--- src/fcc_defines.vh ---
`ifndef FCC_DEFINES_VH
`define FCC_DEFINES_VH
// opcodes
`define FCC_OP_RESET_ARM 8'h66
`define FCC_OP_RESET 8'h99
`define FCC_OP_QUAD_ENTER 8'h38
`define FCC_OP_QUAD_EXIT 8'hFF
`define FCC_OP_WL_SET 8'h06
`define FCC_OP_WL_CLEAR 8'h04
`define FCC_OP_VOL_WEN 8'h50
`define FCC_OP_STATUS_READ 8'h05
`define FCC_OP_STATUS_WRITE 8'h01
`define FCC_OP_PROG 8'h02
`define FCC_OP_PROG4 8'h12
`define FCC_OP_QPROG 8'h32
`define FCC_OP_QPROG4 8'h34
`define FCC_OP_SECT 8'h20
`define FCC_OP_SECT4 8'h21
`define FCC_OP_HALF 8'h52
`define FCC_OP_HALF4 8'h5C
`define FCC_OP_BLK 8'hD8
`define FCC_OP_BLK4 8'hDC
`define FCC_OP_CE1 8'hC7
`define FCC_OP_CE2 8'h60
`define FCC_OP_READ 8'h03
`define FCC_OP_READ4 8'h13
`define FCC_OP_DOR 8'h3B
`define FCC_OP_DOR4 8'h3C
`define FCC_OP_DIO 8'hBB
`define FCC_OP_DIO4 8'hBC
`define FCC_OP_QOR 8'h6B
`define FCC_OP_QOR4 8'h6C
// status fields
`define FCC_SR_BUSY 0
`define FCC_SR_LATCH 1
`define FCC_SR_RST 8'h00
// timing
`define FCC_CLK_NS 40
`define FCC_RECOV_ERASE_NS 28000
`define FCC_RECOV_OTHER_NS 1000
`define FCC_VOL_LOAD_NS 50
`endif

--- src/fcc_shift.v ---
`timescale 1ns/100ps
// ----------------------------------------
// opcode shifter
// ----------------------------------------
module fcc_shift
(
    input wire clk_i,
    input wire rst_i,
    input wire frame_start_i,
    input wire sclk_rise_i,
    input wire quad_i,
    input wire [3:0] dq_i,
    output reg [7:0] byte_o,
    output reg byte_done_o
);
    reg [3:0] cnt_reg;
    reg [7:0] sh_reg;
    always @(posedge clk_i or posedge rst_i)
    begin
        if (rst_i)
        begin
            cnt_reg <= 4'h0;
            sh_reg <= 8'h00;
            byte_o <= 8'h00;
            byte_done_o <= 1'b0;
        end
        else
        begin
            byte_done_o <= 1'b0;
            if (frame_start_i)
            begin
                cnt_reg <= 4'h0;
            end
            else if (sclk_rise_i && cnt_reg < 4'h8)
            begin
                if (quad_i)
                begin
                    sh_reg <= {sh_reg[3:0], dq_i};
                    cnt_reg <= cnt_reg + 4'h4;
                    if (cnt_reg == 4'h4)
                    begin
                        byte_o <= {sh_reg[3:0], dq_i};
                        byte_done_o <= 1'b1;
                    end
                end
                else
                begin
                    sh_reg <= {sh_reg[6:0], dq_i[0]};
                    cnt_reg <= cnt_reg + 4'h1;
                    if (cnt_reg == 4'h7)
                    begin
                        byte_o <= {sh_reg[6:0], dq_i[0]};
                        byte_done_o <= 1'b1;
                    end
                end
            end
        end
    end
endmodule // fcc_shift

--- src/fcc_ctrl.v ---
`timescale 1ns/100ps
`include "fcc_defines.vh"
module fcc_ctrl
#(
    parameter RECOV_ERASE_CYC = (`FCC_RECOV_ERASE_NS + `FCC_CLK_NS - 1) / `FCC_CLK_NS,
    parameter RECOV_OTHER_CYC = (`FCC_RECOV_OTHER_NS + `FCC_CLK_NS - 1) / `FCC_CLK_NS
)
(
    input wire SYS_CLK_I,
    input wire SYS_RST_I,
    input wire CS_N_I,
    input wire SCLK_I,
    input wire [3:0] DQ_I,
    input wire [7:0] NV_STATUS_I,
    input wire OP_BUSY_I,
    input wire OP_IS_ERASE_I,
    input wire OP_DONE_I,
    input wire DEEP_PD_I,
    input wire ENH_READ_I,
    input wire [7:0] STATUS_WR_DATA_I,
    input wire STATUS_WR_VALID_I,
    output reg [3:0] DQ_O,
    output reg [3:0] DQ_OE_O,
    output reg QUAD_CMD_MODE_O,
    output reg ENH_READ_EXIT_O,
    output reg WRITE_ENABLE_LATCH_O,
    output reg VOL_WRITE_ARMED_O,
    output reg [7:0] VOL_STATUS_O,
    output reg VOL_STATUS_USE_O,
    output reg OP_ABORT_O,
    output reg SOFT_RESET_O,
    output reg RESET_BUSY_O,
    output reg [7:0] CMD_ACCEPT_O,
    output reg CMD_ACCEPT_STB_O,
    output reg CMD_REJECT_STB_O
);
    localparam RECOV_W = 16;
    // ----------------------------------------
    // pin synchronisers
    // ----------------------------------------
    reg [1:0] cs_sync_reg;
    reg [1:0] clk_sync_reg;
    reg [3:0] dq_s1_reg;
    reg [3:0] dq_s2_reg;
    reg cs_prev_reg;
    reg clk_prev_reg;
    always @(posedge SYS_CLK_I or posedge SYS_RST_I)
    begin
        if (SYS_RST_I)
        begin
            cs_sync_reg <= 2'b11;
            clk_sync_reg <= 2'b00;
            dq_s1_reg <= 4'h0;
            dq_s2_reg <= 4'h0;
            cs_prev_reg <= 1'b1;
            clk_prev_reg <= 1'b0;
        end
        else
        begin
            cs_sync_reg <= {cs_sync_reg[0], CS_N_I};
            clk_sync_reg <= {clk_sync_reg[0], SCLK_I};
            dq_s1_reg <= DQ_I;
            dq_s2_reg <= dq_s1_reg;
            cs_prev_reg <= cs_sync_reg[1];
            clk_prev_reg <= clk_sync_reg[1];
        end
    end
    wire cs_n = cs_sync_reg[1];
    wire frame_start = cs_prev_reg & ~cs_n;
    wire frame_end = ~cs_prev_reg & cs_n;
    wire sclk_rise = ~cs_n & clk_sync_reg[1] & ~clk_prev_reg;
    wire sclk_fall = ~cs_n & ~clk_sync_reg[1] & clk_prev_reg;
    wire [7:0] rx_byte;
    wire rx_done;
    fcc_shift u_shift
    (
        .clk_i(SYS_CLK_I),
        .rst_i(SYS_RST_I),
        .frame_start_i(frame_start),
        .sclk_rise_i(sclk_rise),
        .quad_i(QUAD_CMD_MODE_O),
        .dq_i(dq_s2_reg),
        .byte_o(rx_byte),
        .byte_done_o(rx_done)
    );
    // ----------------------------------------
    // frame state
    // ----------------------------------------
    reg [7:0] op_reg;
    reg have_op_reg;
    reg extra_reg;
    reg reset_armed_reg;
    reg sr_read_reg;
    reg [2:0] bit_cnt_reg;
    reg [RECOV_W-1:0] recov_reg;
    reg [1:0] vol_cnt_reg;
    wire [7:0] status_now = {VOL_STATUS_O[7:2], WRITE_ENABLE_LATCH_O, OP_BUSY_I | RESET_BUSY_O};
    wire is_write_op = (op_reg == `FCC_OP_PROG) | (op_reg == `FCC_OP_PROG4) |
        (op_reg == `FCC_OP_QPROG) | (op_reg == `FCC_OP_QPROG4) | (op_reg == `FCC_OP_SECT) |
        (op_reg == `FCC_OP_SECT4) | (op_reg == `FCC_OP_HALF) | (op_reg == `FCC_OP_HALF4) |
        (op_reg == `FCC_OP_BLK) | (op_reg == `FCC_OP_BLK4) | (op_reg == `FCC_OP_CE1) |
        (op_reg == `FCC_OP_CE2) | (op_reg == `FCC_OP_STATUS_WRITE);
    wire is_quad_bad = (op_reg == `FCC_OP_READ) | (op_reg == `FCC_OP_READ4) |
        (op_reg == `FCC_OP_DOR) | (op_reg == `FCC_OP_DOR4) | (op_reg == `FCC_OP_DIO) |
        (op_reg == `FCC_OP_DIO4) | (op_reg == `FCC_OP_QOR) | (op_reg == `FCC_OP_QOR4) |
        (op_reg == `FCC_OP_QPROG) | (op_reg == `FCC_OP_QPROG4);
    // opcode-only frames other than the chip erases are dropped if clocks follow the eighth bit; a frame that holds a full opcode byte acts at chip-select rise
    wire single_frame_op = (op_reg == `FCC_OP_RESET_ARM) | (op_reg == `FCC_OP_RESET) |
        (op_reg == `FCC_OP_QUAD_ENTER) | (op_reg == `FCC_OP_QUAD_EXIT) |
        (op_reg == `FCC_OP_WL_SET) | (op_reg == `FCC_OP_WL_CLEAR) |
        (op_reg == `FCC_OP_VOL_WEN);
    wire commit = frame_end & have_op_reg;
    // ----------------------------------------
    // command execution
    // ----------------------------------------
    always @(posedge SYS_CLK_I or posedge SYS_RST_I)
    begin
        if (SYS_RST_I)
        begin
            op_reg <= 8'h00;
            have_op_reg <= 1'b0;
            extra_reg <= 1'b0;
            reset_armed_reg <= 1'b0;
            sr_read_reg <= 1'b0;
            bit_cnt_reg <= 3'd0;
            recov_reg <= {RECOV_W{1'b0}};
            vol_cnt_reg <= 2'd0;
            DQ_O <= 4'h0;
            DQ_OE_O <= 4'h0;
            QUAD_CMD_MODE_O <= 1'b0;
            ENH_READ_EXIT_O <= 1'b0;
            WRITE_ENABLE_LATCH_O <= 1'b0;
            VOL_WRITE_ARMED_O <= 1'b0;
            VOL_STATUS_O <= `FCC_SR_RST;
            VOL_STATUS_USE_O <= 1'b0;
            OP_ABORT_O <= 1'b0;
            SOFT_RESET_O <= 1'b0;
            RESET_BUSY_O <= 1'b0;
            CMD_ACCEPT_O <= 8'h00;
            CMD_ACCEPT_STB_O <= 1'b0;
            CMD_REJECT_STB_O <= 1'b0;
        end
        else
        begin
            ENH_READ_EXIT_O <= 1'b0;
            OP_ABORT_O <= 1'b0;
            SOFT_RESET_O <= 1'b0;
            CMD_ACCEPT_STB_O <= 1'b0;
            CMD_REJECT_STB_O <= 1'b0;
            if (recov_reg != {RECOV_W{1'b0}})
            begin
                recov_reg <= recov_reg - 1'b1;
            end
            else
            begin
                RESET_BUSY_O <= 1'b0;
            end
            if (vol_cnt_reg != 2'd0)
            begin
                vol_cnt_reg <= vol_cnt_reg - 2'd1;
            end
            if (frame_start)
            begin
                have_op_reg <= 1'b0;
                extra_reg <= 1'b0;
                sr_read_reg <= 1'b0;
            end
            if (rx_done)
            begin
                if (!have_op_reg)
                begin
                    op_reg <= rx_byte;
                    have_op_reg <= 1'b1;
                end
                else
                begin
                    extra_reg <= 1'b1;
                end
            end
            if (sclk_rise && have_op_reg)
            begin
                extra_reg <= 1'b1;
            end
            if (rx_done && !have_op_reg && rx_byte == `FCC_OP_STATUS_READ)
            begin
                sr_read_reg <= 1'b1;
                bit_cnt_reg <= 3'd7;
            end
            if (sr_read_reg && sclk_fall)
            begin
                if (QUAD_CMD_MODE_O)
                begin
                    DQ_OE_O <= 4'hF;
                    DQ_O <= bit_cnt_reg[2] ? status_now[7:4] : status_now[3:0];
                    bit_cnt_reg <= bit_cnt_reg ^ 3'd4;
                end
                else
                begin
                    DQ_OE_O <= 4'h2;
                    DQ_O <= {2'b00, status_now[bit_cnt_reg], 1'b0};
                    bit_cnt_reg <= bit_cnt_reg - 3'd1;
                end
            end
            if (cs_n)
            begin
                DQ_OE_O <= 4'h0;
            end
            if (commit && !(single_frame_op && extra_reg))
            begin
                CMD_ACCEPT_O <= op_reg;
                reset_armed_reg <= (op_reg == `FCC_OP_RESET_ARM);
                if (op_reg != `FCC_OP_VOL_WEN && op_reg != `FCC_OP_STATUS_WRITE)
                begin
                    VOL_WRITE_ARMED_O <= 1'b0;
                end
                case (op_reg)
                    `FCC_OP_RESET:
                    begin
                        if (reset_armed_reg && !DEEP_PD_I)
                        begin
                            SOFT_RESET_O <= 1'b1;
                            QUAD_CMD_MODE_O <= 1'b0;
                            WRITE_ENABLE_LATCH_O <= 1'b0;
                            VOL_STATUS_USE_O <= 1'b0;
                            VOL_STATUS_O <= NV_STATUS_I;
                            VOL_WRITE_ARMED_O <= 1'b0;
                            RESET_BUSY_O <= 1'b1;
                            OP_ABORT_O <= OP_BUSY_I;
                            recov_reg <= (OP_BUSY_I && OP_IS_ERASE_I) ?
                                RECOV_ERASE_CYC[RECOV_W-1:0] : RECOV_OTHER_CYC[RECOV_W-1:0];
                            CMD_ACCEPT_STB_O <= 1'b1;
                        end
                        else
                        begin
                            CMD_REJECT_STB_O <= 1'b1;
                        end
                    end
                    `FCC_OP_QUAD_ENTER:
                    begin
                        QUAD_CMD_MODE_O <= 1'b1;
                        CMD_ACCEPT_STB_O <= 1'b1;
                    end
                    `FCC_OP_QUAD_EXIT:
                    begin
                        if (ENH_READ_I)
                        begin
                            ENH_READ_EXIT_O <= 1'b1;
                            CMD_ACCEPT_STB_O <= 1'b1;
                        end
                        else if (QUAD_CMD_MODE_O)
                        begin
                            QUAD_CMD_MODE_O <= 1'b0;
                            CMD_ACCEPT_STB_O <= 1'b1;
                        end
                        else
                        begin
                            CMD_REJECT_STB_O <= 1'b1;
                        end
                    end
                    `FCC_OP_WL_SET:
                    begin
                        WRITE_ENABLE_LATCH_O <= 1'b1;
                        CMD_ACCEPT_STB_O <= 1'b1;
                    end
                    `FCC_OP_WL_CLEAR:
                    begin
                        WRITE_ENABLE_LATCH_O <= 1'b0;
                        CMD_ACCEPT_STB_O <= 1'b1;
                    end
                    `FCC_OP_VOL_WEN:
                    begin
                        VOL_WRITE_ARMED_O <= 1'b1;
                        CMD_ACCEPT_STB_O <= 1'b1;
                    end
                    default:
                    begin
                        if ((QUAD_CMD_MODE_O && is_quad_bad) ||
                            (is_write_op && !WRITE_ENABLE_LATCH_O &&
                            !(op_reg == `FCC_OP_STATUS_WRITE && VOL_WRITE_ARMED_O)))
                        begin
                            CMD_REJECT_STB_O <= 1'b1;
                        end
                        else
                        begin
                            CMD_ACCEPT_STB_O <= 1'b1;
                        end
                    end
                endcase
            end
            if (STATUS_WR_VALID_I && VOL_WRITE_ARMED_O)
            begin
                VOL_STATUS_O <= {STATUS_WR_DATA_I[7:2], 2'b00};
                VOL_STATUS_USE_O <= 1'b1;
                VOL_WRITE_ARMED_O <= 1'b0;
                vol_cnt_reg <= 2'd1;
            end
            else if (!VOL_STATUS_USE_O && !SOFT_RESET_O)
            begin
                VOL_STATUS_O <= {NV_STATUS_I[7:2], 2'b00};
            end
            // latch clears when write completes; done beats a late set
            if (OP_DONE_I)
            begin
                WRITE_ENABLE_LATCH_O <= 1'b0;
            end
        end
    end
endmodule // fcc_ctrl

--- config.mk ---
export PLATFORM = sky130hd
export DESIGN_NAME = fcc_ctrl
export DESIGN_NICKNAME = d
export VERILOG_FILES = /design/src/fcc_shift.v /design/src/fcc_ctrl.v
export VERILOG_INCLUDE_DIRS = /design/src
export SDC_FILE = /design/constraint.sdc
export NUM_CORES = 1
export LEC_CHECK = 0
export ABC_CLOCK_PERIOD_IN_PS = 3000
export BUFFER_PORTS_ARGS = -buffer_cell sky130_fd_sc_hd__buf_4
export CAP_MARGIN = 20
export CORE_AREA = 2 2 93 95
export CTS_CLUSTER_SIZE = 16
export DETAILED_ROUTE_END_ITERATION = 7
export DIE_AREA = 0 0 95 97
export PLACE_DENSITY = 0.84
export SETUP_SLACK_MARGIN = 0.15
export SYNTH_ARGS = -nofsm -noshare
export SYNTH_HDL_FRONTEND = slang
export SYNTH_HIERARCHICAL = 1
export SYNTH_SLANG_ARGS = --single-unit
--- constraint.sdc ---
create_clock -name SYS_CLK_I -period 3 [get_ports SYS_CLK_I]
set_input_delay 0.15 -clock SYS_CLK_I [delete_from_list [all_inputs] [get_ports SYS_CLK_I]]
set_output_delay 0.15 -clock SYS_CLK_I [all_outputs]
set_load 0.05 [all_outputs]
Yosys cells after proc, flatten, opt, wreduce, memory -nomap -nowiden
Cells that the tools add are included.
{"block": "op_classes", "n_mux": 79, "n_lt_le_gt_ge": 2, "bitwise_logic": 42, "addsub": 4, "eq_ne": 38, "reduce_logical": 48}
{"operator": "two-way mux 16 bit", "count": 4}
{"operator": "two-way mux 8 bit", "count": 8}
{"operator": "equality test 8 x 6 -> 1 bit, second input constant", "count": 7}
{"operator": "equality test 8 x 7 -> 1 bit, second input constant", "count": 7}
{"operator": "equality test 8 bit, second input constant", "count": 7}
{"operator": "two-way mux 1 bit", "count": 48}
{"operator": "two-way mux 4 bit", "count": 8}
{"operator": "OR 1 bit", "count": 28}
{"operator": "equality test 8 x 3 -> 1 bit, second input constant", "count": 3}
{"operator": "nonzero test 2 bit", "count": 9}
{"operator": "equality test 8 x 2 -> 1 bit, second input constant", "count": 2}
{"operator": "equality test 8 x 5 -> 1 bit, second input constant", "count": 2}
{"operator": "logical AND 1 bit", "count": 16}
{"operator": "nonzero test 16 bit", "count": 1}
{"operator": "subtractor 16 x 1 -> 16 bit, second input constant", "count": 1}
{"operator": "case mux 1 bit (3 select lines)", "count": 4}
{"operator": "nonzero test 3 bit", "count": 4}
{"operator": "two-way mux 10 bit", "count": 1}
{"operator": "two-way mux 3 bit", "count": 3}
{"operator": "AND reduction 3 bit", "count": 3}
{"operator": "equality test 4 x 3 -> 1 bit, second input constant", "count": 2}
{"operator": "equality test 8 x 1 -> 1 bit, second input constant", "count": 1}
{"operator": "!= test 8 x 1 -> 1 bit, second input constant", "count": 1}
{"operator": "!= test 8 x 7 -> 1 bit, second input constant", "count": 1}
{"operator": "19 further kinds", "count": 42}
{"block": "totals", "input_bits": 30, "ff_bits": 99, "elab_cells": 245, "output_inout_bits": 34}

Logic depth before layout (Yosys ltp)
Gate-level depths: netlist of run 1.
{"block": "depth", "depth_word": 19, "depth_mapped": 7}

Modules after synthesis
Netlist of run 1, hierarchy kept.
{"module": "fcc_ctrl", "instances": 1, "area_per_inst_um2": 3672.3, "cells_each": 347}
{"module": "fcc_shift", "instances": 1, "area_per_inst_um2": 944.7, "cells_each": 71}

Least setup slack after synthesis of run 1
Ideal clock, no wire load.
{"block": "synth_path", "path_kind": "reg2reg", "from": "register recov_reg[3]", "to": "register recov_reg[0]", "n_path_buf": 1, "setup_time_ps": 118, "stages_incl_launch_ff": 7, "period_less_slack_ps": 2100, "t_required_ps": 2882, "arrival_time_ps": 1982, "slack_ps": 900, "cell_sequence": "dfrtp_1 or4_4 or3b_1 buf_6 or2_4 xnor2_1 a21o_1"}
{"block": "synth_via", "elab_chain_len": 5}
{"item": "start, declared", "line_no": "fcc_ctrl.v:95", "source": "reg [RECOV_W-1:0] recov_reg;"}
{"item": "start signal, assigned", "line_no": "fcc_ctrl.v:126", "source": "recov_reg <= {RECOV_W{1'b0}};"}
{"item": "start signal, assigned", "line_no": "fcc_ctrl.v:152", "source": "recov_reg <= recov_reg - 1'b1;"}
{"item": "start signal, assigned", "line_no": "fcc_ctrl.v:229", "source": "recov_reg <= (OP_BUSY_I && OP_IS_ERASE_I) ?"}
{"item": "nonzero test 16 bit *", "line_no": "fcc_ctrl.v:150", "source": "if (recov_reg != {RECOV_W{1'b0}})"}
{"item": "two-way mux 16 bit *", "line_no": "fcc_ctrl.v:150"}
{"item": "two-way mux 16 bit", "line_no": "fcc_ctrl.v:219", "source": "if (reset_armed_reg && !DEEP_PD_I)"}
{"item": "two-way mux 16 bit", "line_no": "fcc_ctrl.v:216", "source": "case (op_reg)"}
{"item": "two-way mux 16 bit *", "line_no": "fcc_ctrl.v:208", "source": "if (commit && !(single_frame_op && extra_reg))"}
Mark *: on every way between the ends. The rest lies on a longest branch, timed or not.
A chain may end at the register's enable or synchronous reset.

Final worst setup path of run 1
{"block": "layout_path", "from": "register op_reg[7]", "to": "register CMD_ACCEPT_O[0]"}
{"block": "layout_via", "elab_chain_len": 10}
{"item": "start, declared", "line_no": "fcc_ctrl.v:89", "source": "reg [7:0] op_reg;"}
{"item": "start signal, assigned", "line_no": "fcc_ctrl.v:172", "source": "op_reg <= rx_byte;"}
{"item": "equality test 8 x 7 -> 1 bit (no source line) or equality test 8 bit (tied branches)"}
{"item": "OR 1 bit (5 in series)", "line_no": "fcc_ctrl.v:108", "source": "wire single_frame_op = (op_reg == `FCC_OP_RESET_ARM) | (op_reg == `FCC_OP_RESET) |"}
{"item": "OR 1 bit *", "line_no": "fcc_ctrl.v:108"}
{"item": "logical AND 1 bit *", "line_no": "fcc_ctrl.v:208"}
{"item": "logical NOT 1 bit *", "line_no": "fcc_ctrl.v:208"}
{"item": "logical AND 1 bit *", "line_no": "fcc_ctrl.v:208"}
{"item": "end signal, assigned", "line_no": "fcc_ctrl.v:210", "source": "CMD_ACCEPT_O <= op_reg;"}
{"item": "end, declared", "line_no": "fcc_ctrl.v:33", "source": "output reg [7:0] CMD_ACCEPT_O,"}
Marked as above.

==> results of run 1 <==
-- layout make-up --
class / count / area [um2] / area share (%)
inverter: 17 / 63.8 / 1.17
sequential: 97 / 2430 / 44.5
multi-input combinational: 284 / 2030 / 37.2
clock inverter: 5 / 78.8 / 1.44
tap: 105 / 131 / 2.41
clock buffer: 11 / 141 / 2.59
timing repair buffer: 75 / 583 / 10.7
-- per-layer routing --
metal	track usage (%)	part of all wire, %	vias to the layer above
met2	34.8	51	91
met4	7.02	1.4	0
met3	3.97	4.1	14
li1	-	-	1610
met5	0	0	-
met1	30.2	43	1686
-- cells in the mapped netlist, types with 6 or more instances --
library cell and instances:
dfrtp_1 94, nand2_1 40, mux2_2 37, nor2_1 25
a21oi_1 20, o21ai_0 20, inv_1 17, clkbuf_1 15
mux2i_1 13, nor2b_1 9, xor2_1 9, nand2b_1 8
nand3_1 8, nor4_1 6, o31ai_1 6
-- stage by stage --
| stage | utilization (%) | total power, mW | instances | cell area (um2) | hold WS (ns) |
|---|---|---|---|---|---|
| 2_1_floorplan | - | 1.72 | 418 | 4620 | 0.114 |
| 3_3_place_gp | 63.4 | 1.85 | 570 | 5160 | 0.259 |
| 3_5_place_dp | 63.4 | 1.86 | 570 | 5160 | 0.259 |
| 4_1_cts | 67.1 | 2.80 | 594 | 5460 | 0.0188 |
| 5_1_grt | 67.1 | 2.89 | 594 | 5460 | 0.0187 |
| 6_report | 67.1 | 2.77 | 594 | 5460 | 0.0324 |
-- layout by cell type, fill, tap and decap left out, types with 2 or more instances in the layout --
master and instances:
and4_1 2, a211oi_1 4, dfrtp_1 94, nor3b_1 5
nand3_1 8, nor4_1 6, xnor2_1 3, or3_1 3
a211o_1 2, nor4b_1 2, nor3_1 5, nand3b_1 4
mux2_2 37, nor2_1 25, nand2_1 40, buf_4 67
nand2b_1 8, o211ai_1 5, clkbuf_8 10, a21oi_1 20
inv_1 16, a21o_1 2, nand4_1 3, a32o_1 2
ha_1 5, dfstp_2 3, dlygate4sd3_1 8, or2_2 4
nor2b_1 9, and3_1 3, clkinv_2 2, bufinv_16 2
o21ai_0 20, o31ai_1 6, mux2i_1 13, xor2_1 9
o21bai_1 2
-- power by group through the flow --
stage | logic (mW) | clock network (mW) | registers, mW
after floorplan | 0.151 | 0 | 1.57
after global placement | 0.374 | 0 | 1.47
after detailed placement | 0.383 | 0 | 1.48
after CTS | 0.395 | 0.951 | 1.45
after global routing | 0.421 | 1.00 | 1.46
final | 0.391 | 0.929 | 1.45
-- worst paths after layout --
path,start,end,cells past startpoint
max,op_reg[7]$_DFFE_PP0P_,CMD_ACCEPT_O[0]$_DFFE_PP0P_,5
min,ENH_READ_I,ENH_READ_EXIT_O$_DFF_PP0_,3
max reg2reg,op_reg[7]$_DFFE_PP0P_,CMD_ACCEPT_O[0]$_DFFE_PP0P_,5
min reg2reg,dq_s1_reg[3]$_DFF_PP0_,dq_s2_reg[3]$_DFF_PP0_,0
max in group asynchronous,SYS_RST_I,recov_reg[5]$_DFF_PP0_,4
min in group asynchronous,SYS_RST_I,u_shift/sh_reg[2]$_DFFE_PP0P_,3
-- cells by family (layout without fill, tap and decap cells) --
| family | after synthesis | count (layout) | synth area share, % |
|---|---|---|---|
| and+or+nand+nor | 144 | 144 | 18.1 |
| DFF | 97 | 97 | 52.7 |
| AOI/OAI and AO/OA | 73 | 73 | 10.4 |
| muxes | 50 | 50 | 11.8 |
| buffers and inverters | 37 | 108 | 3.36 |
| xor gates and xnor gates | 12 | 12 | 2.28 |
| adders and majority gates | 5 | 5 | 1.36 |
-- critical path, stage by stage, from the launching register on --
cell and delay, ns:
dfrtp_1 0.51, or4b_1 0.59, nor4_1 0.46, nor4_2 0.16, a31oi_4 0.36, mux2_2 0.38
==> flow_summary_export.csv, run 1 <==
group,metric,value,unit
status,status,"complete, no violations",
floorplan,die_w,95,um
sta,finalHoldViolCount,0,
routing,detail_route.iter0.violations,130,
placement,post-dp-hpwl,6.74,mm
sta,fin_skew,0.00819,ns
finish,largest_register_ffs,16,
cts,cts.sinks,97,
cts,cts_buffers,9,
routing,ant_nets,0,
cts,cts_hold_buf,8,
yosys,synth_nets,453,
critical_path,cp.required,3.24,ns
floorplan,ios,64,
sta,rsz0062_at_grt,"false",
yosys,synth_ff_type,"dfrtp_1",
routing,dr.pass1.iters,4,
floorplan,core_area,8130,um2
floorplan,die_height,97,um
pwr,power_switching,0.733,mW
finish,layout-drive-gt1-share,28.2,%
floorplan,dieArea,9220,um2
global_route,grt_pass1_wl,16.1,mm
sta,period_share,85.4,%
routing,drc,0,
cts,clk_pin_slew,0.09,ns
yosys,ys_async_sr_fraction,100,%
global_route,grt_overflow,0,
critical_path,cp_max_fo,12,
floorplan,num_rows,33,
pwr,combPwrFrac,14.1,%
critical_path,end_kind,"flop",
global_route,grt_pass1_vias,3426,
global_route,track_usage,21.8,%
yosys,synth_edf_count,0,
pwr,netSwitchingFraction,26.4,%
yosys,yosys.area.top_type,"dfrtp_1",
yosys,synth_seq_cells,97,
yosys,synth_top_cell_area_share,50.9,%
cts,ctsResizeCount,0,
placement,place_ws,0.481,ns
yosys,ys_warn_count,6,
sta,clock.fmax,390,MHz
finish,nNetsFinal,519,
cts,tritoncts,"yes",
placement,port_buffers,61,
yosys,syn_avg_cell_area,11.0,um2
placement,place_congestion,0.864,
critical_path,reg2reg_slack,0.44,ns
yosys,synthCells,418,
sta,fin_crit,2.56,ns
global_route,grt_max_degree,36,
sta,setup_viol_count_final,0,
yosys,mappedNetlistArea,4620,um2
routing,wl,9.28,mm
yosys,ys_seq_area_share,52.7,%
pwr,p_leak,2.49,nW
pwr,cell_internal_pwr,2.04,mW
critical_path,arrival,2.80,ns
yosys,ys_types,64,
critical_path,cp-start-kind,"flop",
cts,htree_num_levels,3,
sta,slew_headroom,44.4,%
finish,area_growth,18.3,%
global_route,antenna_found_initial,0,
run,maxCapViolCount,0,
routing,viasPerCell,5.73,
pwr,power_per_cell_area,508,nW/um2
cts,clock_path_buffers,2,
pwr,peakVddDrop,0.375,mV
sta,setup_slack,0.438,ns
floorplan,initial_core_util,56.8,%
cts,worstSkewPairLatency,0.35,ns
yosys,ys_top_cells_by_area,"dfrtp_1 51%, mux2_2 9.0%, nand2_1 3.3%",
pwr,pwr-share-clk,33.5,%
sta,tns,0,ns
hold_path,hold_path.class,"in2reg",
cts,postCtsSetupRepairBufs,0,
cts,cts_root_buf,"clkbuf_8",
routing,avgRoutedWirePerCell,15.6,um
finish,diodes,0,
routing,vias,3401,
sta,drv_slew,0,
pwr,p_seq_share,52.4,%
sta,worst_slew_pin_slew,0.834,ns
finish,fillers,599,
critical_path,critical_path_class,"reg2reg",
Note: power is estimated with default switching activity, not from simulation.
==> inputs of run 2 (changes only) <==
ABC_CLOCK_PERIOD_IN_PS = 2600   (was 3000)
clock period = 2.6 ns   (was 3 ns; I/O delays follow)
==> run 2 against run 1 <==
  * Combinational power rose by 16%
  * Via count is 1.5% lower
  * Critical path type unchanged
  * Total power rose by 12%
  * Critical path depth rose by 1
  * Register-to-register slack worse by 0.14 ns
==> flow_summary_export.csv, run 2 (synthesized netlist as in run 1, its figures left out) <==
group,metric,value,unit
finish,layout_common_cells,"94 x dfrtp_1, 76 x buf_4, 40 x nand2_1, 37 x mux2_2, 25 x nor2_1",
sta,clock.fmax,433,MHz
sta,fin_skew,0.00801,ns
sta,setup_viol_count_final,0,
hold_path,hold_path.class,"in2reg",
critical_path,crit_family,"simple AND/OR/NAND/NOR gates",
critical_path,cpPeakStageDelay,0.49,ns
sta,period_share,88.7,%
global_route,grt_overflow,0,
critical_path,cp.required,2.84,ns
critical_path,critical_path_class,"reg2reg",
cts,cts_buffers,9,
finish,diodes,0,
cts,postCtsSetupRepairBufs,0,
routing,avgRoutedWirePerCell,15.2,um
critical_path,reg2reg_slack,0.29,ns
floorplan,dieArea,9220,um2
cts,clk_pin_slew,0.09,ns
status,status,"complete, no violations",
floorplan,die_w,95,um
placement,place_congestion,0.828,
finish,area_growth,20.2,%
sta,fin_crit,2.31,ns
floorplan,die_height,97,um
pwr,p_leak,2.54,nW
floorplan,initial_core_util,56.8,%
hold_path,min_path_cells,3,
cts,tritoncts,"yes",
finish,layout-drive-gt1-share,30.1,%
placement,post_dp_cell_area,5250,um2
global_route,grt_max_degree,45,
critical_path,reg2regPathDepth,6,
critical_path,arrival,2.55,ns
sta,slew_headroom,48.8,%
finish,fillers,583,
cts,worstSkewPairLatency,0.35,ns
routing,wl,9.18,mm
routing,ant_nets,0,
hold_path,worstHoldStart,"NV_STATUS_I[0]",
floorplan,ios,64,
global_route,grt_pass1_vias,3415,
floorplan,core_area,8130,um2
pwr,peakVddDrop,0.299,mV
global_route,grt_pass1_wl,15.8,mm
critical_path,end_kind,"flop",
routing,vias,3349,
cts,htree_num_levels,3,
critical_path,cp_num_buf_inv,1,
pwr,power_per_cell_area,558,nW/um2
placement,post-dp-hpwl,6.70,mm
global_route,track_usage,21.5,%
critical_path,rr_endpoint,"CMD_ACCEPT_O[5]$_DFFE_PP0P_",
routing,detail_route.iter0.violations,136,
cts,cts_root_buf,"clkbuf_8",
floorplan,num_rows,33,
finish,final_area,5550,um2
global_route,antenna_found_initial,0,
hold_path,min_to,"VOL_STATUS_O[0]$_DFFE_PP0P_",
critical_path,cp-start-kind,"flop",
critical_path,path_cells,"buf_4 > or4bb_1 > nor3_1 > nor4_2 > a31oi_4 > mux2_2",
sta,finalHoldViolCount,0,
placement,port_buffers,61,
finish,layout_commonest_cell,"dfrtp_1",
critical_path,cp_max_fo,8,
cts,cts.sinks,97,
routing,dr.pass1.iters,4,
sta,worst_slew_pin_slew,0.768,ns
cts,clock_path_buffers,2,
finish,largest_register_ffs,16,
run,maxCapViolCount,0,
finish,nNetsFinal,530,
sta,drv_slew,0,
critical_path,r2r-start,"op_reg[7]$_DFFE_PP0P_",
sta,tns,0,ns
sta,rsz0062_at_grt,"false",
routing,viasPerCell,5.54,
critical_path,cp_slowest_cell,"or4bb_1",
routing,drc,0,
run 2: cell count changes in the layout (fill, tap and decap cells not counted):
cell and delta:
buf_4 +9, nor4_1 -2, nor4_2 +2, buf_12 +1, bufinv_16 -1, clkbuf_8 +1, dlygate4sd3_1 +1, inv_6 -1
nor4b_1 -1, nor4b_2 +1
run 2: routing by layer:
layer	vias up	part of all wire [%]	track usage, %
met1	1638	45	28.4
li1	1638	-	-
met4	0	1.1	7.47
met5	-	0	0
met2	64	51	36.0
met3	9	3.2	3.19
run 2: area by class of cell:
cell class / count / area [um2] / share of cell area [%]
clock buffer: 12 / 155 / 2.79
clock inverter: 3 / 40.0 / 0.721
inverter: 17 / 63.8 / 1.15
multi-input combinational: 284 / 2050 / 36.9
sequential: 97 / 2430 / 43.8
tap: 105 / 131 / 2.37
timing repair buffer: 86 / 681 / 12.3
run 2: how the worst max path moves through the flow:
stage,depth (start not counted),from,endpoint
floorplan,6,recov_reg[3]$_DFF_PP0_,recov_reg[0]$_DFF_PP0_
global placement,5,op_reg[7]$_DFFE_PP0P_,CMD_ACCEPT_O[0]$_DFFE_PP0P_
detailed placement,5,op_reg[7]$_DFFE_PP0P_,CMD_ACCEPT_O[1]$_DFFE_PP0P_
CTS,5,op_reg[7]$_DFFE_PP0P_,CMD_ACCEPT_O[1]$_DFFE_PP0P_
global route,6,op_reg[7]$_DFFE_PP0P_,CMD_ACCEPT_O[1]$_DFFE_PP0P_
finish,6,op_reg[7]$_DFFE_PP0P_,CMD_ACCEPT_O[5]$_DFFE_PP0P_
run 2: worst reg2reg max path, cell delays in order, from the launching register on:
cell and delay, ns:
dfrtp_1 0.43, buf_4 0.18, or4bb_1 0.49, nor3_1 0.29, nor4_2 0.13, a31oi_4 0.30
mux2_2 0.39
run 2: per-stage QoR:
stage	std cells	setup slack, ns	utilization (%)	power (mW)	hold WS, ns
2_1_floorplan	418	0.500	-	1.99	0.0938
3_3_place_gp	580	0.290	64.5	2.14	0.240
3_5_place_dp	580	0.185	64.5	2.15	0.240
4_1_cts	604	0.154	68.0	3.13	0.00458
5_1_grt	604	0.165	68.3	3.24	0.00919
6_report	604	0.293	68.3	3.10	0.0180
run 2: what timing repair did:
| action | CTS | global route |
|---|---|---|
| hold endpoints to repair | 60 | 0 |
| gates resized for setup | 0 | 3 |
| setup endpoints to repair | 0 | 7 |
| hold buffers | 9 | 0 |
run 2: power by group:
group	leakage, nW	internal [mW]	switching (mW)
Sequential	1.21	1.61	0.0695
Clock	0.102	0.490	0.480
Combinational	1.23	0.184	0.270
